$ cat config.mk
export PLATFORM = sky130hd
export DESIGN_NAME = usc_top
export DESIGN_NICKNAME = d
export VERILOG_FILES = /design/src/rtl/usc_top.v /design/src/rtl/usc_tx_format.v /design/src/rtl/usc_axil_slave.v
export VERILOG_INCLUDE_DIRS = /design/src /design/src/rtl
export SDC_FILE = /design/constraint.sdc
export NUM_CORES = 1
export LEC_CHECK = 0
export BUFFER_PORTS_ARGS = -buffer_cell sky130_fd_sc_hd__buf_2
export CORE_ASPECT_RATIO = 0.5
export CORE_UTILIZATION = 45
export CTS_BUF_LIST = sky130_fd_sc_hd__clkbuf_4
export DETAILED_ROUTE_END_ITERATION = 7
export GPL_TIMING_DRIVEN = 0
export PLACE_DENSITY = 0.78
export REMOVE_ABC_BUFFERS = 1
export SYNTH_ARGS = -nofsm -noshare
export SYNTH_HDL_FRONTEND = slang
export SYNTH_HIERARCHICAL = 1
export SYNTH_SLANG_ARGS = --single-unit
$ cat constraint.sdc
create_clock -name core_clk_in -period 2.9 [get_ports core_clk_in]
set_input_delay 0.725 -clock core_clk_in [delete_from_list [all_inputs] [get_ports core_clk_in]]
set_output_delay 0.725 -clock core_clk_in [all_outputs]
set_load 0.01 [all_outputs]
$ cat src/rtl/usc_defines.vh
`ifndef USC_DEFINES_VH
`define USC_DEFINES_VH

// Register byte offsets
`define USC_OFF_REQ 8'h18
`define USC_OFF_STS 8'h1C
`define USC_OFF_CLR 8'h20
`define USC_OFF_RXW 8'h24
`define USC_OFF_TXW 8'h28
`define USC_OFF_CTL 8'h2C

// Request register bits
`define USC_REQ_ABRD 0
`define USC_REQ_BRK 1
`define USC_REQ_MUTE 2

// Status and flag-clear bit positions
`define USC_B_PE 0
`define USC_B_FE 1
`define USC_B_NE 2
`define USC_B_OVR 3
`define USC_B_IDLE 4
`define USC_B_RXNE 5
`define USC_B_TXC 6
`define USC_B_TXBE 7
`define USC_B_CTS 9
`define USC_B_CTSL 10
`define USC_B_RXTO 11
`define USC_B_ABRE 14
`define USC_B_ABR 15
`define USC_B_BSY 16
`define USC_B_CM 17
`define USC_B_BRK 18
`define USC_B_MUTE 19

// Control register bits
`define USC_C_RXPAR 0
`define USC_C_TXPAR 1
`define USC_C_ODD 2
`define USC_C_W9 3
`define USC_C_WAKE 4
`define USC_C_ABEN 5
`define USC_C_MLO 8
`define USC_C_MHI 15
`define USC_CTL_RST 32'h00000000

// Wakeup method encodings
`define USC_WAKE_IDLE 1'b0
`define USC_WAKE_ADDR 1'b1

// AXI responses
`define USC_RESP_OK 2'h0
`define USC_RESP_ERR 2'h2

`endif

$ cat src/rtl/usc_top.v
// Summary of operation
// - Failed baud detection sets bit 14; autobaud request clears it.
// - Bit 15 sets on autobaud enable or abort; clears on resume.
// - Bit 16 busy follows start-bit detection until reception ends.
// - Received byte equal to match value sets bit 17 until cleared.
// - Break request sets bit 18; break stop bit clears it.
// - Bit 19 shows mute; hardware moves it, mute request sets it.
// - Wakeup method select picks the mute entry and exit sequence.
// - Clear bits 0 and 1 clear parity and framing error flags.
// - Clear bit 2 clears noise flag; a zero there changes nothing.
// - Clear bit 3 clears the overrun flag.
// - Clear bit 4 clears the idle line flag.
// - Clear bits 6 and 9 clear transmit complete and CTS change.
// - Clear bits 11 and 17 clear receive timeout and character match.
// - Receive word holds the shifted-in character in bits 8:0.
// - With receive parity on, the top character bit is the parity.
// - Transmit word bits 8:0 are read/write and feed the shifter.
// - With transmit parity on, the top bit is replaced by parity.
// - Autobaud request clears flags and rearms detection.
// - Writing the transmit word clears the buffer-empty flag.
`timescale 1ns/1ps
`include "usc_defines.vh"

module usc_top #(
  parameter AW = 8
) (
  input wire core_clk_in,
  input wire rst_b_in,
  input wire [AW-1:0] s_axi_awaddr_in,
  input wire s_axi_awvalid_in,
  output wire s_axi_awready_out,
  input wire [31:0] s_axi_wdata_in,
  input wire [3:0] s_axi_wstrb_in,
  input wire s_axi_wvalid_in,
  output wire s_axi_wready_out,
  output wire [1:0] s_axi_bresp_out,
  output wire s_axi_bvalid_out,
  input wire s_axi_bready_in,
  input wire [AW-1:0] s_axi_araddr_in,
  input wire s_axi_arvalid_in,
  output wire s_axi_arready_out,
  output wire [31:0] s_axi_rdata_out,
  output wire [1:0] s_axi_rresp_out,
  output wire s_axi_rvalid_out,
  input wire s_axi_rready_in,
  input wire [8:0] rx_shift_word_in,
  input wire rx_load_in,
  input wire rx_start_in,
  input wire rx_end_in,
  input wire parity_err_set_in,
  input wire framing_err_set_in,
  input wire noise_set_in,
  input wire overrun_set_in,
  input wire idle_line_set_in,
  input wire tx_complete_set_in,
  input wire cts_change_set_in,
  input wire cts_level_in,
  input wire rx_timeout_set_in,
  input wire tx_taken_in,
  input wire autobaud_fail_in,
  input wire autobaud_abort_in,
  input wire break_stop_bit_in,
  input wire mute_enter_in,
  input wire wake_idle_in,
  input wire wake_addr_in,
  output reg [8:0] tx_word_out,
  output reg tx_buffer_empty_out,
  output reg autobaud_start_out,
  output reg autobaud_enable_out,
  output reg break_pending_out,
  output reg mute_out,
  output reg rx_parity_en_out,
  output reg word9_out,
  output reg wakeup_method_select_out
);

  ////////////////////////////////////////////////////////////////////////
  // Bus slave

  wire wr_en;
  wire [AW-1:0] wr_addr;
  wire [31:0] wr_data;
  wire [3:0] wr_strb;
  wire rd_en;
  reg [31:0] rd_data;
  reg rd_ok;
  reg wr_ok;

  usc_axil_slave #(
    .AW(AW)
  ) u_slave (
    .core_clk_in(core_clk_in),
    .rst_b_in(rst_b_in),
    .awaddr_in(s_axi_awaddr_in),
    .awvalid_in(s_axi_awvalid_in),
    .awready_out(s_axi_awready_out),
    .wdata_in(s_axi_wdata_in),
    .wstrb_in(s_axi_wstrb_in),
    .wvalid_in(s_axi_wvalid_in),
    .wready_out(s_axi_wready_out),
    .bresp_out(s_axi_bresp_out),
    .bvalid_out(s_axi_bvalid_out),
    .bready_in(s_axi_bready_in),
    .araddr_in(s_axi_araddr_in),
    .arvalid_in(s_axi_arvalid_in),
    .arready_out(s_axi_arready_out),
    .rdata_out(s_axi_rdata_out),
    .rresp_out(s_axi_rresp_out),
    .rvalid_out(s_axi_rvalid_out),
    .rready_in(s_axi_rready_in),
    .wr_en_out(wr_en),
    .wr_addr_out(wr_addr),
    .wr_data_out(wr_data),
    .wr_strb_out(wr_strb),
    .wr_ok_in(wr_ok),
    .rd_en_out(rd_en),
    .rd_data_in(rd_data),
    .rd_ok_in(rd_ok)
  );

  // Byte strobes widened to a bit mask
  function [31:0] lanes;
    input [3:0] s;
    begin
      lanes = {{8{s[3]}}, {8{s[2]}}, {8{s[1]}}, {8{s[0]}}};
    end
  endfunction

  function hit;
    input [AW-1:0] a;
    input [7:0] off;
    begin
      hit = (a == off[AW-1:0]);
    end
  endfunction

  wire [31:0] wmask = lanes(wr_strb);
  wire [31:0] wbits = wr_data & wmask;
  wire wr_req = wr_en & hit(wr_addr, `USC_OFF_REQ);
  wire wr_clr = wr_en & hit(wr_addr, `USC_OFF_CLR);
  wire wr_txw = wr_en & hit(wr_addr, `USC_OFF_TXW);
  wire wr_ctl = wr_en & hit(wr_addr, `USC_OFF_CTL);
  wire rd_rxw = rd_en & hit(s_axi_araddr_in, `USC_OFF_RXW);

  // Strobes from one-shot registers
  wire [31:0] clr = wr_clr ? wbits : 32'h00000000;
  wire [31:0] req = wr_req ? wbits : 32'h00000000;
  wire abrd_req = req[`USC_REQ_ABRD];
  wire brk_req = req[`USC_REQ_BRK];
  wire mute_req = req[`USC_REQ_MUTE];

  ////////////////////////////////////////////////////////////////////////
  // Control register

  reg [31:0] ctl_q;
  wire [31:0] ctl_d = (ctl_q & ~wmask) | wbits;
  wire [7:0] match_val = ctl_q[`USC_C_MHI:`USC_C_MLO];

  always @(posedge core_clk_in or negedge rst_b_in) begin
    if (!rst_b_in) begin
      ctl_q <= `USC_CTL_RST;
      autobaud_enable_out <= 1'b0;
      rx_parity_en_out <= 1'b0;
      word9_out <= 1'b0;
      wakeup_method_select_out <= `USC_WAKE_IDLE;
    end else if (wr_ctl) begin
      ctl_q <= ctl_d;
      autobaud_enable_out <= ctl_d[`USC_C_ABEN];
      rx_parity_en_out <= ctl_d[`USC_C_RXPAR];
      word9_out <= ctl_d[`USC_C_W9];
      wakeup_method_select_out <= ctl_d[`USC_C_WAKE];
    end
  end

  wire abr_on = wr_ctl & ctl_d[`USC_C_ABEN] & ~ctl_q[`USC_C_ABEN];

  ////////////////////////////////////////////////////////////////////////
  // Lower status flags, set wins over clear

  reg pe_q, fe_q, ne_q, ovr_q, idle_q, rxne_q, txc_q, cts_q, ctsl_q;
  reg rxto_q;

  always @(posedge core_clk_in or negedge rst_b_in) begin
    if (!rst_b_in) begin
      pe_q <= 1'b0;
      fe_q <= 1'b0;
      ne_q <= 1'b0;
      ovr_q <= 1'b0;
      idle_q <= 1'b0;
      rxne_q <= 1'b0;
      txc_q <= 1'b1;
      cts_q <= 1'b0;
      ctsl_q <= 1'b0;
      rxto_q <= 1'b0;
    end else begin
      pe_q <= (pe_q & ~clr[`USC_B_PE]) | parity_err_set_in;
      fe_q <= (fe_q & ~clr[`USC_B_FE]) | framing_err_set_in;
      ne_q <= (ne_q & ~clr[`USC_B_NE]) | noise_set_in;
      ovr_q <= (ovr_q & ~clr[`USC_B_OVR]) | overrun_set_in;
      idle_q <= (idle_q & ~clr[`USC_B_IDLE]) | idle_line_set_in;
      rxne_q <= (rxne_q & ~rd_rxw) | rx_load_in;
      txc_q <= (txc_q & ~clr[`USC_B_TXC] & ~wr_txw)
        | tx_complete_set_in;
      cts_q <= (cts_q & ~clr[`USC_B_CTS]) | cts_change_set_in;
      ctsl_q <= cts_level_in;
      rxto_q <= (rxto_q & ~clr[`USC_B_RXTO]) | rx_timeout_set_in;
    end
  end

  ////////////////////////////////////////////////////////////////////////
  // Upper status flags

  reg abre_q, abr_q, bsy_q, cm_q;
  wire cm_hit = rx_load_in & (rx_shift_word_in[7:0] == match_val);

  always @(posedge core_clk_in or negedge rst_b_in) begin
    if (!rst_b_in) begin
      abre_q <= 1'b0;
      abr_q <= 1'b0;
      bsy_q <= 1'b0;
      cm_q <= 1'b0;
      autobaud_start_out <= 1'b0;
    end else begin
      abre_q <= (abre_q & ~abrd_req) | autobaud_fail_in;
      abr_q <= (abr_q & ~abrd_req)
        | abr_on | autobaud_abort_in;
      autobaud_start_out <= abrd_req;
      if (rx_start_in) begin
        bsy_q <= 1'b1;
      end else if (rx_end_in) begin
        bsy_q <= 1'b0;
      end
      cm_q <= (cm_q & ~clr[`USC_B_CM]) | cm_hit;
    end
  end

  // Break stays pending until its stop bit goes out
  always @(posedge core_clk_in or negedge rst_b_in) begin
    if (!rst_b_in) begin
      break_pending_out <= 1'b0;
    end else if (brk_req) begin
      break_pending_out <= 1'b1;
    end else if (break_stop_bit_in) begin
      break_pending_out <= 1'b0;
    end
  end

  // Mute sequence depends on wakeup method
  always @(posedge core_clk_in or negedge rst_b_in) begin
    if (!rst_b_in) begin
      mute_out <= 1'b0;
    end else if (mute_req) begin
      mute_out <= 1'b1;
    end else begin
      case (wakeup_method_select_out)
        `USC_WAKE_IDLE: begin
          if (wake_idle_in) begin
            mute_out <= 1'b0;
          end
        end
        `USC_WAKE_ADDR: begin
          if (wake_addr_in) begin
            mute_out <= 1'b0;
          end else if (mute_enter_in) begin
            mute_out <= 1'b1;
          end
        end
        default: begin
          mute_out <= mute_out;
        end
      endcase
    end
  end

  ////////////////////////////////////////////////////////////////////////
  // Data registers

  reg [8:0] rxw_q;
  reg [8:0] txw_q;
  wire [8:0] tx_fmt;

  // Parity arrives as the top bit of the shifted character
  always @(posedge core_clk_in or negedge rst_b_in) begin
    if (!rst_b_in) begin
      rxw_q <= 9'h000;
    end else if (rx_load_in) begin
      rxw_q <= word9_out ? rx_shift_word_in
        : {1'b0, rx_shift_word_in[7:0]};
    end
  end

  usc_tx_format u_fmt (
    .data_in(wr_data[8:0]),
    .parity_en_in(ctl_q[`USC_C_TXPAR]),
    .odd_in(ctl_q[`USC_C_ODD]),
    .word9_in(ctl_q[`USC_C_W9]),
    .word_out(tx_fmt)
  );

  // A new write wins over the shifter taking the old word
  always @(posedge core_clk_in or negedge rst_b_in) begin
    if (!rst_b_in) begin
      txw_q <= 9'h000;
      tx_word_out <= 9'h000;
      tx_buffer_empty_out <= 1'b1;
    end else begin
      if (wr_txw) begin
        txw_q <= (txw_q & ~wmask[8:0]) | wbits[8:0];
        tx_word_out <= tx_fmt;
        tx_buffer_empty_out <= 1'b0;
      end else if (tx_taken_in) begin
        tx_buffer_empty_out <= 1'b1;
      end
    end
  end

  ////////////////////////////////////////////////////////////////////////
  // Read decode

  wire [31:0] sts = {12'h000,
    mute_out, break_pending_out, cm_q, bsy_q, abr_q, abre_q,
    2'b00, rxto_q, ctsl_q, cts_q, 1'b0, tx_buffer_empty_out,
    txc_q, rxne_q, idle_q, ovr_q, ne_q, fe_q, pe_q};

  always @* begin
    rd_data = 32'h00000000;
    rd_ok = 1'b1;
    case (s_axi_araddr_in)
      `USC_OFF_REQ: rd_data = 32'h00000000;
      `USC_OFF_STS: rd_data = sts;
      `USC_OFF_CLR: rd_data = 32'h00000000;
      `USC_OFF_RXW: rd_data = {23'h000000, rxw_q};
      `USC_OFF_TXW: rd_data = {23'h000000, txw_q};
      `USC_OFF_CTL: rd_data = ctl_q;
      default: rd_ok = 1'b0;
    endcase
  end

  // Status is accepted but ignored
  always @* begin
    case (wr_addr)
      `USC_OFF_REQ: wr_ok = 1'b1;
      `USC_OFF_STS: wr_ok = 1'b1;
      `USC_OFF_CLR: wr_ok = 1'b1;
      `USC_OFF_RXW: wr_ok = 1'b1;
      `USC_OFF_TXW: wr_ok = 1'b1;
      `USC_OFF_CTL: wr_ok = 1'b1;
      default: wr_ok = 1'b0;
    endcase
  end

endmodule // usc_top

$ cat src/rtl/usc_tx_format.v
`timescale 1ns/1ps
`include "usc_defines.vh"

module usc_tx_format (
  input wire [8:0] data_in,
  input wire parity_en_in,
  input wire odd_in,
  input wire word9_in,
  output reg [8:0] word_out
);

  function par;
    input [7:0] d;
    input odd;
    begin
      par = (^d) ^ odd;
    end
  endfunction

  // Top bit of the character replaced by computed parity
  always @* begin
    word_out = word9_in ? data_in : {1'b0, data_in[7:0]};
    if (parity_en_in) begin
      if (word9_in) begin
        word_out[8] = par(data_in[7:0], odd_in);
      end else begin
        word_out[7] = par({1'b0, data_in[6:0]}, odd_in);
      end
    end
  end

endmodule // usc_tx_format

$ cat src/rtl/usc_axil_slave.v
`timescale 1ns/1ps
`include "usc_defines.vh"

module usc_axil_slave #(
  parameter AW = 8
) (
  input wire core_clk_in,
  input wire rst_b_in,
  input wire [AW-1:0] awaddr_in,
  input wire awvalid_in,
  output reg awready_out,
  input wire [31:0] wdata_in,
  input wire [3:0] wstrb_in,
  input wire wvalid_in,
  output reg wready_out,
  output reg [1:0] bresp_out,
  output reg bvalid_out,
  input wire bready_in,
  input wire [AW-1:0] araddr_in,
  input wire arvalid_in,
  output reg arready_out,
  output reg [31:0] rdata_out,
  output reg [1:0] rresp_out,
  output reg rvalid_out,
  input wire rready_in,
  output wire wr_en_out,
  output reg [AW-1:0] wr_addr_out,
  output reg [31:0] wr_data_out,
  output reg [3:0] wr_strb_out,
  input wire wr_ok_in,
  output wire rd_en_out,
  input wire [31:0] rd_data_in,
  input wire rd_ok_in
);

  reg aw_full_q;
  reg w_full_q;

  assign wr_en_out = aw_full_q & w_full_q & ~bvalid_out;
  assign rd_en_out = arvalid_in & arready_out;

  always @(posedge core_clk_in or negedge rst_b_in) begin
    if (!rst_b_in) begin
      aw_full_q <= 1'b0;
      w_full_q <= 1'b0;
      awready_out <= 1'b1;
      wready_out <= 1'b1;
      bvalid_out <= 1'b0;
      bresp_out <= `USC_RESP_OK;
      wr_addr_out <= {AW{1'b0}};
      wr_data_out <= 32'h00000000;
      wr_strb_out <= 4'h0;
      arready_out <= 1'b1;
      rvalid_out <= 1'b0;
      rresp_out <= `USC_RESP_OK;
      rdata_out <= 32'h00000000;
    end else begin
      if (awvalid_in && awready_out) begin
        aw_full_q <= 1'b1;
        awready_out <= 1'b0;
        wr_addr_out <= awaddr_in;
      end
      if (wvalid_in && wready_out) begin
        w_full_q <= 1'b1;
        wready_out <= 1'b0;
        wr_data_out <= wdata_in;
        wr_strb_out <= wstrb_in;
      end
      if (wr_en_out) begin
        aw_full_q <= 1'b0;
        w_full_q <= 1'b0;
        bvalid_out <= 1'b1;
        bresp_out <= wr_ok_in ? `USC_RESP_OK : `USC_RESP_ERR;
      end
      if (bvalid_out && bready_in) begin
        bvalid_out <= 1'b0;
        awready_out <= 1'b1;
        wready_out <= 1'b1;
      end
      if (rd_en_out) begin
        arready_out <= 1'b0;
        rvalid_out <= 1'b1;
        rdata_out <= rd_data_in;
        rresp_out <= rd_ok_in ? `USC_RESP_OK : `USC_RESP_ERR;
      end
      if (rvalid_out && rready_in) begin
        rvalid_out <= 1'b0;
        arready_out <= 1'b1;
      end
    end
  end

endmodule // usc_axil_slave

==> results.md <==
- Final Routed Wirelength: 15.19 mm
- RSZ-0062 raised after global routing: no
- Ports: 145
- Die height: 90.98 um
- Worst-margin pin slew: 0.9403 ns
- Final worst path period need: 2.554 ns
- Hold Path Class: primary input to asynchronous set/reset pin
- Critical path arrival: 2.95 ns
- Clock transition at path regs: 0.17 ns
- Fin nets: 723
- Largest cells by area after synthesis: dfrtp_1 (55%), mux2_2 (15%), mux2_4 (8.2%), dfstp_2 (1.8%), mux2i_1 (1.8%)
- Clk_lat worst skew: 0.54 ns
- Most frequent cells in the layout: dfrtp_1 (157), buf_2 (141), mux2_2 (97)
- Worst Setup Path Type: flop to flop
- CP max FO: 8
- Post-Syn Instances: 497
- Max stage delay on crit path: 0.69 ns
- Final Hold Violating Endpoints: 0
- Number of synthesized flops with an enable pin: 0
- Worst Path Buf+Inv: 0
- HPWL after DPL: 10.72 mm
- Worst vdd ir: 0.3128 mV
- Post-DRT Antenna Nets: 0
- Clk root buf: clkbuf_4
- Slowest cell on crit path: or4_1
- Fmax: 391.5 MHz
- Slew margin rel.: 37.09%
- CP top delay family: simple AND/OR/NAND/NOR gates
- R2R depth: 4
- CP cell instances: or4_1 > nor3_2 > and2_1 > mux2_2
- GR Overflow Total: 0
- Vias in the first global route: 4782
- Register area share after synthesis: 56.98%
- Bufs on Longest Clock Path: 2
- First-pass iteration count of the detailed router: 7
- CP startpoint kind: flop
- Ys flop type: dfrtp_1
- CP Capture Type: flop
- Initial Util: 46.11%
- Iteration-0 DRC Markers: 212
- Status: finished, violations left
- PwrDens: 698.8 nW/um^2
- Setup Skew: 0.03968 ns
- Vias per cell: 5.271
- Max Slew Vio Count: 0
- Core box area: 15450 sq um
- Die Width: 180.0 um
- Largest net degree at the start of global routing: 104
- Placed cell count: 821
- Clock Sink Count: 162
- N_diodes: 0
- Yosys top cell area share: 55.14%
- Failing checks: design-rule violations
- Ys async rst share: 100.0%
- Setup-failing EPs final: 0
- Residual DRC count: 7
- GR Util All Layers: 19.48%
- Synthesized cell area: 7126 sq um
- Fin crit share: 88.07%
- Die area: 16370 sq um
- Area Overhead vs Synth: 16.30%
- Tot Pwr: 0.005791 W
- Filler cells: 1292
- Port buffer count: 142
- Post-CTS Setup Repair Bufs: 0
- Mapped Avg Cell Area: 14.34 sq um
- Cell row count: 32
- First-pass GRT wire length: 24.71 mm
- Routability cong.: 0.7930
- Synth warnings: 6
- Max-cap viol count: 0
- CTS Hold Buffers Added: 0
- Worst EP required: 3.30 ns
- H-tree levels: 4
- Area of the multi-input gates: 2806 sq um
- CTS tree: done
- Resized Gates After CTS: 0
- Routed via count: 4496
- FF+latch area: 4060 sq um
- Yosys cell types: 47
- Hold slack: 0.1266 ns
- Cell Count, Final, Fillers Out: 853
- Flip-flop and latch count after synthesis: 162
- Layout cells sized above 1: 50.08%
- Drt wl/cell: 17.80 um
- Initial antenna violation count: 0
- Most common cell after layout, fill and taps aside: dfrtp_1
- LEAKAGE: 4.223 nW
- Synth area leader: dfrtp_1
- CP Depth: 4
- Total CTS buffers: 17
[final timing paths]
kind | start | endpoint | slack (ns)
setup / recovery | u_slave/wr_addr_out[1]$_DFFE_PN0P_ | flop | 0.35
hold / removal | rst_b_in | tx_word_out[8]$_DFFE_PN0P_ | 0.13
setup reg to reg | u_slave/wr_addr_out[1]$_DFFE_PN0P_ | flop | 0.35
hold reg to reg | u_slave/wr_data_out[31]$_DFFE_PN0P_ | flop | 0.49
max in group asynchronous | rst_b_in | u_slave/wr_data_out[30]$_DFFE_PN0P_ | 1.81
min in group core_clk_in | cts_level_in | ctsl_q$_DFF_PN0_ | 0.29
[metal layers]
layer  up-vias  GRT usage (%)  share of wire, %
met2       100          33.20                50
met5         -              0                 0
met4         0          6.178               1.6
li1       2043              -                 -
met3        23          3.570               3.2
met1      2330          25.37                45
[cells in the mapped netlist (all sizes together), types with 7 or more instances]
| cell | instances |
|---|---|
| and2 | 16 |
| a21o | 12 |
| mux2i | 13 |
| o21ai | 7 |
| nand3 | 12 |
| xnor2 | 10 |
| mux2 | 136 |
| a22oi | 8 |
| nand2 | 10 |
| dfrtp | 157 |
| a22o | 9 |
| o22ai | 7 |
| inv | 16 |
| buf | 21 |
[logic make-up (layout without fill, tap and decap cells)]
logic type	count (synthesis)	after routing	synth area share [%]
compound gates	54	54	5.356
flops	162	162	56.98
other cells	1	2	0.05263
mux	149	149	25.37
xor+xnor	15	15	1.844
buf+inv	41	192	3.810
simple gates	75	75	6.585
[where the power goes]
part	internal [W]	total, W	switching [W]
sequential	0.00266	0.00303	0.000373
clock	0.000717	0.00159	0.000870
combinational	0.000708	0.00118	0.000468
total	0.00408	0.00579	0.00171
[final cells by class]
class,count,area share [%]
flip-flops and latches,162,49.00
multi-input cells,295,33.87
repair buffers,144,9.165
well taps,204,3.080
clock inverters,15,2.627
clock buffers,17,1.540
inverters,16,0.7247
[per-stage QoR]
| stage | utilization [%] | worst slack, ns | instance area, sq um | TNS [ns] |
|---|---|---|---|---|
| floorplan | - | 0.4425 | 6918 | 0 |
| global placement | 51.01 | -1.267 | 7884 | -212.62 |
| detailed placement | 51.34 | -0.07934 | 7935 | -0.1211 |
| CTS | 53.58 | 0.3558 | 8280 | 0 |
| global route | 53.62 | 0.2939 | 8287 | 0 |
| finish | 53.62 | 0.3460 | 8287 | 0 |
No activity file was read; power rests on OpenSTA's default activity.
